--- config.mk ---
export PLATFORM = sky130hd
export DESIGN_NAME = fxm_mac_unit
export DESIGN_NICKNAME = d
export VERILOG_FILES = /design/src/logic/fxm_pkg.sv /design/src/logic/fxm_flag_eval.sv /design/src/logic/fxm_mac_unit.sv
export SDC_FILE = /design/constraint.sdc
export NUM_CORES = 2
export LEC_CHECK = 0
export BUFFER_PORTS_ARGS = -buffer_cell sky130_fd_sc_hd__buf_2
export CORE_ASPECT_RATIO = 1.1
export CORE_MARGIN = 3
export CORE_UTILIZATION = 50
export CTS_CLUSTER_SIZE = 8
export DETAILED_ROUTE_END_ITERATION = 16
export PLACE_DENSITY = 0.67
export SLEW_MARGIN = 30
export SYNTH_ARGS = -nofsm -noshare
export SYNTH_HDL_FRONTEND = slang
export SYNTH_HIERARCHICAL = 1
export SYNTH_SLANG_ARGS = --single-unit
--- constraint.sdc ---
create_clock -name core_clk -period 15.9 [get_ports core_clk]
set_input_delay 0 -clock core_clk [delete_from_list [all_inputs] [get_ports core_clk]]
set_output_delay 0 -clock core_clk [all_outputs]
set_load 0.05 [all_outputs]
--- src/logic/fxm_pkg.sv ---
`default_nettype none
package fxm_pkg;
    localparam int ACC_W   = 80;
    localparam int WORD_W  = 32;
    localparam int EXT_W   = 8;
    localparam int REG_W   = WORD_W + EXT_W;
    localparam int RIDX_W  = 4;
    localparam int UPPER_W = 16;
    localparam int ROUND_BIT = 32;
    localparam int OV_SF   = 33;
    localparam int OV_SI   = 49;
    localparam int OV_UF   = 32;
    localparam int OV_UI   = 48;
    localparam int UF_HI   = 48;
    localparam int UF_LO   = 32;
    localparam logic [3:0] SEL_FG_LOW = 4'h0;
    localparam logic [3:0] SEL_FG_MID = 4'h1;
    localparam logic [3:0] SEL_FG_UP  = 4'h2;
    localparam logic [3:0] SEL_BG_LOW = 4'h4;
    localparam logic [3:0] SEL_BG_MID = 4'h5;
    localparam logic [3:0] SEL_BG_UP  = 4'h6;
    localparam logic [ACC_W-1:0] ACC_RST = 80'h0;

    typedef enum logic [2:0]
    {
        FXM_OP_NOP   = 3'b000,
        FXM_OP_MUL   = 3'b001,
        FXM_OP_MAC   = 3'b010,
        FXM_OP_MSU   = 3'b011,
        FXM_OP_CLAMP = 3'b100,
        FXM_OP_ROUND = 3'b101,
        FXM_OP_CLR   = 3'b110,
        FXM_OP_XFER  = 3'b111
    } fxm_op_t;
endpackage
`default_nettype wire

--- src/logic/fxm_flag_eval.sv ---
`timescale 1ns/10ps
`default_nettype none
module fxm_flag_eval
    import fxm_pkg::*;
(
    input  wire logic [ACC_W-1:0] res,
    input  wire logic             frac,
    input  wire logic             sgn,
    output logic                  neg,
    output logic                  ovf,
    output logic                  unf
);
    wire [OV_SI-1:0] top_si = res[ACC_W-1 -: OV_SI];
    wire [OV_SF-1:0] top_sf = res[ACC_W-1 -: OV_SF];
    wire [OV_UI-1:0] top_ui = res[ACC_W-1 -: OV_UI];
    wire [OV_UF-1:0] top_uf = res[ACC_W-1 -: OV_UF];
    wire [UF_HI-1:0] uf_hi  = res[ACC_W-1 -: UF_HI];
    wire             ov_s   = frac ? !(&top_sf || !(|top_sf)) : !(&top_si || !(|top_si));
    wire             ov_u   = frac ? |top_uf : |top_ui;
    wire             hi_ok  = !(|uf_hi) || (sgn && &uf_hi);

    // unsigned data has no sign, so top bit only means negative when signed
    assign neg = sgn & res[ACC_W-1];
    assign ovf = sgn ? ov_s : ov_u;
    assign unf = frac & hi_ok & (|res[UF_LO-1:0]);
endmodule // fxm_flag_eval
`default_nettype wire

--- src/logic/fxm_mac_unit.sv ---
`timescale 1ns/10ps
`default_nettype none
module fxm_mac_unit
    import fxm_pkg::*;
(
    input  wire logic              core_clk,
    input  wire logic              rst_b,
    input  wire logic              op_valid,
    input  wire logic [2:0]        op_code,
    input  wire logic              src_bg,
    input  wire logic              dst_is_reg,
    input  wire logic [RIDX_W-1:0] dst_reg_idx,
    input  wire logic              fmt_frac,
    input  wire logic              x_signed,
    input  wire logic              y_signed,
    input  wire logic              round_req,
    input  wire logic [REG_W-1:0]  x_operand,
    input  wire logic [REG_W-1:0]  y_operand_register,
    input  wire logic [3:0]        accum_select_field,
    input  wire logic              xfer_dir,
    input  wire logic [REG_W-1:0]  transfer_data_register,
    output logic                   rf_we,
    output logic [RIDX_W-1:0]      rf_idx,
    output logic [REG_W-1:0]       rf_wdata,
    output logic                   mult_negative_flag,
    output logic                   mult_overflow_flag,
    output logic                   mult_underflow_flag,
    output logic                   mult_invalid_flag,
    output logic [ACC_W-1:0]       foreground_accumulator,
    output logic [ACC_W-1:0]       background_accumulator
);
    fxm_op_t op;
    assign op = fxm_op_t'(op_code);

    logic [ACC_W-1:0] fg_ff;
    logic [ACC_W-1:0] bg_ff;
    logic             n_ff;
    logic             v_ff;
    logic             u_ff;
    logic             i_ff;
    logic             we_ff;
    logic [RIDX_W-1:0] idx_ff;
    logic [REG_W-1:0] wd_ff;

    // source and destination are the same accumulator by issuer contract
    wire [ACC_W-1:0] acc_in = src_bg ? bg_ff : fg_ff;

    wire [WORD_W-1:0] xw = x_operand[REG_W-1 -: WORD_W];
    wire [WORD_W-1:0] yw = y_operand_register[REG_W-1 -: WORD_W];
    wire signed [WORD_W:0] xs = {x_signed & xw[WORD_W-1], xw};
    wire signed [WORD_W:0] ys = {y_signed & yw[WORD_W-1], yw};
    wire signed [2*WORD_W+1:0] prod_raw = xs * ys;
    wire [ACC_W-1:0] prod_int = {{(ACC_W-2*WORD_W-2){prod_raw[2*WORD_W+1]}}, prod_raw};
    // fractional product is shifted left once to drop the redundant sign bit
    wire [ACC_W-1:0] prod = fmt_frac ? {prod_int[ACC_W-2:0], 1'b0} : prod_int;
    wire res_signed = x_signed | y_signed;

    wire [ACC_W-1:0] sum = acc_in + prod;
    wire [ACC_W-1:0] dif = acc_in - prod;
    wire [ACC_W-1:0] half = ACC_W'(1) << (ROUND_BIT - 1);
    wire [ACC_W-1:0] acc_round = acc_in + half;

    // saturate maximum: largest positive (signed) or all ones (unsigned) in the low 32 bits, or the low 64 bits when fractional
    wire [ACC_W-1:0] max_s = fmt_frac ? {16'h0, 1'b0, {(2*WORD_W-1){1'b1}}}
                                      : {48'h0, 1'b0, {(WORD_W-1){1'b1}}};
    wire [ACC_W-1:0] max_u = fmt_frac ? {16'h0, {(2*WORD_W){1'b1}}}
                                      : {48'h0, {WORD_W{1'b1}}};
    wire [ACC_W-1:0] clamp_max = x_signed ? max_s : max_u;
    wire clamp_gt = x_signed ? ($signed(acc_in) > $signed(clamp_max)) : (acc_in > clamp_max);
    wire [ACC_W-1:0] clamp_res = clamp_gt ? clamp_max : acc_in;

    logic [ACC_W-1:0] raw;
    always_comb
    begin
        unique case (op)
            FXM_OP_MAC:   raw = sum;
            FXM_OP_MSU:   raw = dif;
            FXM_OP_CLAMP: raw = clamp_res;
            FXM_OP_ROUND: raw = acc_round;
            default:      raw = prod;
        endcase
    end

    wire is_arith = (op == FXM_OP_MUL) || (op == FXM_OP_MAC) || (op == FXM_OP_MSU);
    // rounding only meaningful for fractional data; integer requests pass untouched
    wire do_round = is_arith & round_req & fmt_frac;
    wire [ACC_W-1:0] raw_r = raw + half;
    wire [ACC_W-1:0] res = do_round ? raw_r : raw;
    wire res_sgn = (op == FXM_OP_CLAMP || op == FXM_OP_ROUND) ? x_signed : res_signed;

    wire f_neg;
    wire f_ovf;
    wire f_unf;
    fxm_flag_eval u_flags
    (
        .res  (res),
        .frac (fmt_frac),
        .sgn  (res_sgn),
        .neg  (f_neg),
        .ovf  (f_ovf),
        .unf  (f_unf)
    );

    wire is_calc = is_arith || (op == FXM_OP_CLAMP) || (op == FXM_OP_ROUND);
    wire [WORD_W-1:0] res_word = fmt_frac ? res[2*WORD_W-1:WORD_W] : res[WORD_W-1:0];

    // transfer word decode
    wire sel_fg = (accum_select_field[3:2] == 2'b00) && (accum_select_field[1:0] != 2'b11);
    wire sel_bg = (accum_select_field[3:2] == 2'b01) && (accum_select_field[1:0] != 2'b11);
    wire [1:0] wsel = accum_select_field[1:0];
    wire [ACC_W-1:0] xacc = sel_bg ? bg_ff : fg_ff;
    logic [WORD_W-1:0] xword;
    always_comb
    begin
        unique case (accum_select_field)
            SEL_FG_LOW, SEL_BG_LOW: xword = xacc[WORD_W-1:0];
            SEL_FG_MID, SEL_BG_MID: xword = xacc[2*WORD_W-1:WORD_W];
            SEL_FG_UP, SEL_BG_UP:   xword = {{(WORD_W-UPPER_W){xacc[ACC_W-1]}},
                                             xacc[ACC_W-1:2*WORD_W]};
            default:                xword = '0;
        endcase
    end
    wire [WORD_W-1:0] tin = transfer_data_register[REG_W-1 -: WORD_W];
    // move into one word of an accumulator, other words kept
    wire [ACC_W-1:0] xnew = (wsel == 2'b00) ? {xacc[ACC_W-1:WORD_W], tin}
                          : (wsel == 2'b01) ? {xacc[ACC_W-1:2*WORD_W], tin, xacc[WORD_W-1:0]}
                          : {tin[UPPER_W-1:0], xacc[2*WORD_W-1:0]};
    wire xfer_ok = op_valid && (op == FXM_OP_XFER) && (sel_fg || sel_bg);
    wire xfer_in = xfer_ok && xfer_dir;

    wire acc_wr = op_valid && is_calc && !dst_is_reg;
    wire clr = op_valid && (op == FXM_OP_CLR);
    wire flag_upd = op_valid && is_calc;

    wire [ACC_W-1:0] nxt_fg = (clr && !src_bg) ? ACC_RST
                            : (acc_wr && !src_bg) ? res
                            : (xfer_in && sel_fg) ? xnew : fg_ff;
    wire [ACC_W-1:0] nxt_bg = (clr && src_bg) ? ACC_RST
                            : (acc_wr && src_bg) ? res
                            : (xfer_in && sel_bg) ? xnew : bg_ff;

    wire nxt_we = (op_valid && is_calc && dst_is_reg) || (xfer_ok && !xfer_dir);
    wire [RIDX_W-1:0] nxt_idx = dst_reg_idx;
    wire [REG_W-1:0] nxt_wd = (op == FXM_OP_XFER) ? {xword, {EXT_W{1'b0}}}
                                                  : {res_word, {EXT_W{1'b0}}};
    wire nxt_v = (op == FXM_OP_CLAMP) ? 1'b0 : f_ovf;
    wire nxt_i = (op == FXM_OP_ROUND) ? i_ff : 1'b0;

    always_ff @(posedge core_clk or negedge rst_b)
    begin
        if (!rst_b)
        begin
            fg_ff <= ACC_RST;
            bg_ff <= ACC_RST;
        end
        else
        begin
            fg_ff <= nxt_fg;
            bg_ff <= nxt_bg;
        end
    end

    always_ff @(posedge core_clk or negedge rst_b)
    begin
        if (!rst_b)
        begin
            n_ff <= 1'b0;
            v_ff <= 1'b0;
            u_ff <= 1'b0;
            i_ff <= 1'b0;
        end
        else if (flag_upd)
        begin
            n_ff <= f_neg;
            v_ff <= nxt_v;
            u_ff <= f_unf;
            i_ff <= nxt_i;
        end
    end

    always_ff @(posedge core_clk or negedge rst_b)
    begin
        if (!rst_b)
        begin
            we_ff  <= 1'b0;
            idx_ff <= '0;
            wd_ff  <= '0;
        end
        else
        begin
            we_ff  <= nxt_we;
            idx_ff <= nxt_idx;
            wd_ff  <= nxt_wd;
        end
    end

    assign rf_we                  = we_ff;
    assign rf_idx                 = idx_ff;
    assign rf_wdata               = wd_ff;
    assign mult_negative_flag     = n_ff;
    assign mult_overflow_flag     = v_ff;
    assign mult_underflow_flag    = u_ff;
    assign mult_invalid_flag      = i_ff;
    assign foreground_accumulator = fg_ff;
    assign background_accumulator = bg_ff;
endmodule // fxm_mac_unit
`default_nettype wire

Yosys cells after proc, flatten, opt, wreduce, memory -nomap -nowiden:

Index checks and enable logic that the tools add are counted.

* shift operators: 0
* multiplexer cells: 26
* order comparisons: 2
* add/subtract/negate cells: 4
* divide/modulo/power cells: 0
* equality and inequality tests: 15
* multipliers: 1
* reduce and logical (&&, ||, !) cells: 51
* bitwise operators: 8

Operators with widths (number)
* $mux 80: 12
* $pmux 80 s4: 1
* $add 80x32->80 const B: 2
* $mux 64: 2
* $pmux 32 s3: 1
* $add 80x80->80: 1
* $gt 80x64->1: 1
* $gt 80x65->1: 1
* $sub 80x80->80: 1
* $mul 33x33->66: 1
* $mux 66: 1
* $reduce_or 32->1: 2
* $mux 63: 1
* $reduce_and 49->1: 1
* $reduce_or 49->1: 1
* $reduce_and 48->1: 1
* $reduce_or 48->1: 1
* $mux 40: 1
* $reduce_and 33->1: 1
* $reduce_or 33->1: 1
* $mux 32: 1
* $logic_and 1x1->1: 17
* $eq 3x3->1 const B: 4
* $eq 4x3->1 const B: 3
* 15 further kinds: 48

* bits in latches: 0
* logic and storage cells: 115
* bits in registers: 208
* memories kept: 0
* bits in read-only memories: 0
* input port bits: 141
* bits in writable memories: 0
* output and inout bits: 209

Longest topological paths before layout:

* depth in word-level cells: 15
* mapped depth: 61
* depth with buffers taken out: 55

Cells and area by module:

The synthesis kept the hierarchy.

By module, submodules not included
* fxm_mac_unit: instances 1, area each 64832.2 um^2, cells an instance 7854, sequential area each 5004.8 um^2
* fxm_flag_eval: instances 1, area each 345.3 um^2, cells an instance 56, sequential area each 0.0 um^2

Worst setup path before layout:

Ideal clock, no wire load.

* kind: input -> register
* from: in x_operand[39]
* to: reg v_ff, in the netlist mult_overflow_flag
* setup time: 0.134 ns
* stages on the path: 52
* slack: 2.816 ns
* data required time: 15.766 ns
* arrival time: 12.950 ns
* buffers on the path: 2
* path through: and2_1 clkbuf_1 nand2_1 inv_1 fa_1 fa_1 fa_1 inv_1 fa_1 inv_1 fa_1 fa_1 inv_1 fa_1 fa_1 inv_1 ha_1 clkbuf_1 [... 16 more ...] o21bai_1 or2_2 o21ai_0 xnor2_1 o21ai_0 or4b_1 or4_4 nor3_4 nand4_1 xnor2_1 inv_1 nor4_1 nand4_1 nor2_1 o221a_1 nor2_1 nand2_1 o21ai_0

* word-level cells in the longest chain between the ends: 14
* elaborated cells between the ends (all ways): 24
* classes of those cells: 3 x add/sub; 1 x mul; 7 x mux; 1 x bitwise; 12 x reduce/logical

Ends and longest elaborated chain
* start, declared: RTL line fxm_mac_unit.sv:17 `input wire logic [REG_W-1:0] x_operand,`
* $and 1x1->1: RTL line fxm_mac_unit.sv:50 `wire signed [WORD_W:0] xs = {x_signed & xw[WORD_W-1], xw};`
* $mul 33x33->66 *: RTL line fxm_mac_unit.sv:52 `wire signed [2*WORD_W+1:0] prod_raw = xs * ys;`
* $mux 66: RTL line fxm_mac_unit.sv:55 `wire [ACC_W-1:0] prod = fmt_frac ? {prod_int[ACC_W-2:0], 1'b0} : prod_int;`
* $sub 80x80->80 / $add 80x80->80 (equally long branches): RTL line fxm_mac_unit.sv:59, fxm_mac_unit.sv:58
* $pmux 80 s4 *: RTL line fxm_mac_unit.sv:75 `unique case (op)`
* $add 80x32->80: RTL line fxm_mac_unit.sv:87 `wire [ACC_W-1:0] raw_r = raw + half;`
* $mux 80 *: RTL line fxm_mac_unit.sv:88 `wire [ACC_W-1:0] res = do_round ? raw_r : raw;`
* net res[79]: RTL line fxm_mac_unit.sv:88
* $reduce_or 49->1 / $reduce_or 33->1 (equally long branches): RTL line fxm_flag_eval.sv:18 `wire ov_s = frac ? !(&top_sf || !(|top_sf)) : !(&top_si || !(|top_si));`
* $logic_not 1->1: RTL line fxm_flag_eval.sv:18
* $logic_or 1x1->1: RTL line fxm_flag_eval.sv:18
* $logic_not 1->1: RTL line fxm_flag_eval.sv:18
* $mux 1: RTL line fxm_flag_eval.sv:18
* $mux 1 *: RTL line fxm_flag_eval.sv:24 `assign ovf = sgn ? ov_s : ov_u;`
* net f_ovf: RTL line fxm_mac_unit.sv:92 `wire f_ovf;`
* $mux 1 *: RTL line fxm_mac_unit.sv:146 `wire nxt_v = (op == FXM_OP_CLAMP) ? 1'b0 : f_ovf;`
* end signal, assigned: RTL line fxm_mac_unit.sv:175 `v_ff <= nxt_v;`
* end, declared: RTL line fxm_mac_unit.sv:38 `logic v_ff;`

The timed path passes the listed nets; every way through them passes the cells marked *.
A chain may end at the register's enable or synchronous reset.

Final worst setup path:

* from: in y_operand_register[17]
* to: reg v_ff, in the netlist mult_overflow_flag

* word-level cells in the longest chain between the ends: 13
* elaborated cells between the ends (all ways): 23
* classes of those cells: 3 x add/sub; 1 x mul; 7 x mux; 12 x reduce/logical

Ends and longest elaborated chain
* start, declared: RTL line fxm_mac_unit.sv:18 `input wire logic [REG_W-1:0] y_operand_register,`
* $mul 33x33->66 *: RTL line fxm_mac_unit.sv:52
* $mux 66: RTL line fxm_mac_unit.sv:55
* $sub 80x80->80 / $add 80x80->80 (equally long branches): RTL line fxm_mac_unit.sv:59, fxm_mac_unit.sv:58
* $pmux 80 s4 *: RTL line fxm_mac_unit.sv:75
* $add 80x32->80: RTL line fxm_mac_unit.sv:87
* $mux 80 *: RTL line fxm_mac_unit.sv:88
* net res[79]: RTL line fxm_mac_unit.sv:88
* $reduce_or 49->1 / $reduce_or 33->1 (equally long branches): RTL line fxm_flag_eval.sv:18
* $logic_not 1->1: RTL line fxm_flag_eval.sv:18
* $logic_or 1x1->1: RTL line fxm_flag_eval.sv:18
* $logic_not 1->1: RTL line fxm_flag_eval.sv:18
* $mux 1: RTL line fxm_flag_eval.sv:18
* $mux 1 *: RTL line fxm_flag_eval.sv:24
* net f_ovf: RTL line fxm_mac_unit.sv:92
* $mux 1 *: RTL line fxm_mac_unit.sv:146

Marks and branches as above.

==> results.sh <==
export IMPL_cts_root_buf="clkbuf_16"
export IMPL_cp_required_ps=16240
export IMPL_cap_viol_max_count=0
export IMPL_syn_inst=7910
export IMPL_final_area_um2=69100
export IMPL_final_common_cell="inv_1"
export IMPL_drt_iter0_drc=6694
export IMPL_grtUsageMet3_pct=5.89
export IMPL_firstDrtPassIters=13
export IMPL_drc=0
export IMPL_place_area_um2=68200
export IMPL_antenna_found_initial=9
export IMPL_area_growth_pct=5.96
export IMPL_wl_per_cell_um=25.1
export IMPL_synth_top_area_share_pct=35.2
export IMPL_grt_start_max_net_pins=112
export IMPL_cts_buffer_depth=2
export IMPL_dp_cells=9572
export IMPL_rows=138
export IMPL_met2_usage_pct=58.7
export IMPL_synthFlopType="dfrtp_1"
export IMPL_postRouteAntennaNets=0
export IMPL_viasPerCell=6.17
export IMPL_endpoint="mult_overflow_flag"
export IMPL_netlist_area_um2=65200
export IMPL_place_worst_setup_slack_ps=629
export IMPL_grt_pass1_vias=59871
export IMPL_synth_async_reset_ratio_pct=100
export IMPL_fp_dieH_um=385
export IMPL_initial_core_util_pct=50.5
export IMPL_hold_viol_final=0
export IMPL_arrival_ps=15340
export IMPL_tightest_slew_ps=1090
export IMPL_r2r_setup_slack_ps=7980
export IMPL_vias=59441
export IMPL_critPathLaunchType="input pin"
export IMPL_rsz0062_at_grt="no"
export IMPL_finalNetCount=9558
export IMPL_ys_ff_latch=200
export IMPL_fmax_mhz=66.7
export IMPL_layout_common_cells="inv_1, fa_1, nand2_1"
export IMPL_clk_pin_slew_worst_paths_ps=80
export IMPL_critPathMaxStageDelay_ps=620
export IMPL_dieWidth_um=350
export IMPL_setup_ws_ps=905
export IMPL_stdcell_count=9632
export IMPL_cpMostUsedCell="fa_1"
export IMPL_numCtsBuffers=17
export IMPL_layout_drive_gt1_share_pct=8.34
export IMPL_timing_reg2reg_worst_path_depth=28
export IMPL_cts_tree="built"
export IMPL_design_die_area_um2=135000
export IMPL_r2r_start="background_accumulator[45]"
export IMPL_wl_um=242000
export IMPL_slew_violations=0
export IMPL_grt_pass1_wl_um=371000
export IMPL_slew_headroom_pct=26.5
export IMPL_worst_path_max_fanout=33
export IMPL_h_tree_depth=4
export IMPL_finalSetupViolCount=0
export IMPL_overflow=0
export IMPL_cp_startpoint="y_operand_register[17]"
export IMPL_status="complete, no violations"
export IMPL_clock_latency_ps=460
export IMPL_slowest_stage="fa_1"
export IMPL_cts_sinks=200
export IMPL_synthDistinctLibCells=108
export IMPL_cts_setup_buffers=0
export IMPL_worstHoldPathType="in2reg"
export IMPL_synth_edff_count=0
export IMPL_pin_count=350
export IMPL_finalSetupTns_ps=0
export IMPL_fin_crit_ps=14990
export IMPL_synth_avg_cell_area_um2=8.24
export IMPL_busiest_layer="met2"
export IMPL_track_usage_pct=35.9
export IMPL_synthTopCellsByArea="fa_1, dfrtp_1, inv_1"
export IMPL_yosysSeqAreaShare_pct=7.68
export IMPL_place_hpwl_um=199000
export IMPL_synth_warnings=6
export IMPL_fin_skew_ps=15.3
export IMPL_grt_use_met1_pct=47.3
export IMPL_core_um2=129000
export IMPL_io_buffers=316
export IMPL_cp_end_kind="register"
export IMPL_path_class="in2reg"
export IMPL_yosys_area_top_type="fa_1"
export IMPL_fin_crit_sh_pct=94.3
export IMPL_gp_congestion=1.02
export IMPL_timing_rr_end="mult_overflow_flag"
[Yosys cell counts, types with 151 or more instances]
cell      instances
clkbuf_1        423
fa_1           1146
and2_1          393
o21ai_0         333
nor2_1          395
mux2i_1         151
a21oi_1         394
dfrtp_1         200
ha_1            339
inv_1          1259
nand2_1        1038
xnor2_1         160
[area by class of cell]
cell class / instances / area, µm²
fillers: 12170 / 59900
multi-input cells: 5971 / 53700
flip-flops and latches: 200 / 5000
inverters: 1261 / 4740
repair buffers: 481 / 2920
well taps: 1680 / 2100
clock buffers: 17 / 425
clock inverters: 15 / 155
diodes: 7 / 17.5
[per-layer routing]
metal	vias up	share of wire (%)
li1	25911	-
met1	29810	39
met2	3068	47
met3	646	8.8
met4	6	5.6
met5	-	0.019
[flip-flops by register name (all words and copies together) (netlist names)]
name,count
rf_idx,4
background_accumulator,80
rf_we,1
mult_overflow_flag,1
mult_negative_flag,1
rf_wdata,32
mult_underflow_flag,1
foreground_accumulator,80
[what timing repair did]
action                     in CTS  in global routing
hold endpoints to repair       87                  0
hold buffers                   21                  0
setup endpoints to repair       0                  1
gates resized for setup         0                  1
[worst max-delay path, delay by kind of cell]
kind / cells / cell delay [ps]
xor+xnor: 4 / 890
buf+inv: 7 / 1020
simple gates: 15 / 4190
fa+ha+maj: 10 / 4870
compound gates: 16 / 4330
[cell families after synthesis]
logic type                 after synthesis  synth area share, %
DFF                                    200                 7.68
buffers and inverters                 1747                 10.2
AOI/OAI and AO/OA                     1527                 15.3
other                                    1              0.00575
muxes                                  207                 3.29
adders and majority gates             1485                 41.7
and+or+nand+nor                       2474                 18.2
xor gates and xnor gates               269                 3.61
[metrics by stage]
| stage | hold slack, ps | util [%] |
|---|---|---|
| finish | 11.5 | 53.5 |
| global route | 29.6 | 53.5 |
| CTS | 17.9 | 53.5 |
| detailed placement | 36.6 | 52.9 |
| global placement | 23.0 | 52.9 |
| floorplan | -296 | - |
[worst min-delay path by stage]
stage | startpoint | endpoint | slack (ps) | depth (start not counted)
after global placement | rst_b | rf_idx[3] | 20 | 1
after CTS | transfer_data_register[39] | foreground_accumulator[31] | 20 | 4
final | transfer_data_register[39] | foreground_accumulator[31] | 10 | 4
after floorplan | rst_b | background_accumulator[0] | -300 | 0
after detailed placement | rst_b | foreground_accumulator[62] | 40 | 1
after global routing | transfer_data_register[15] | background_accumulator[71] | 30 | 3
Power is left out: the tool's default activity adds up to more than one toggle a clock period on the data nets, which glitch-free logic cannot reach.
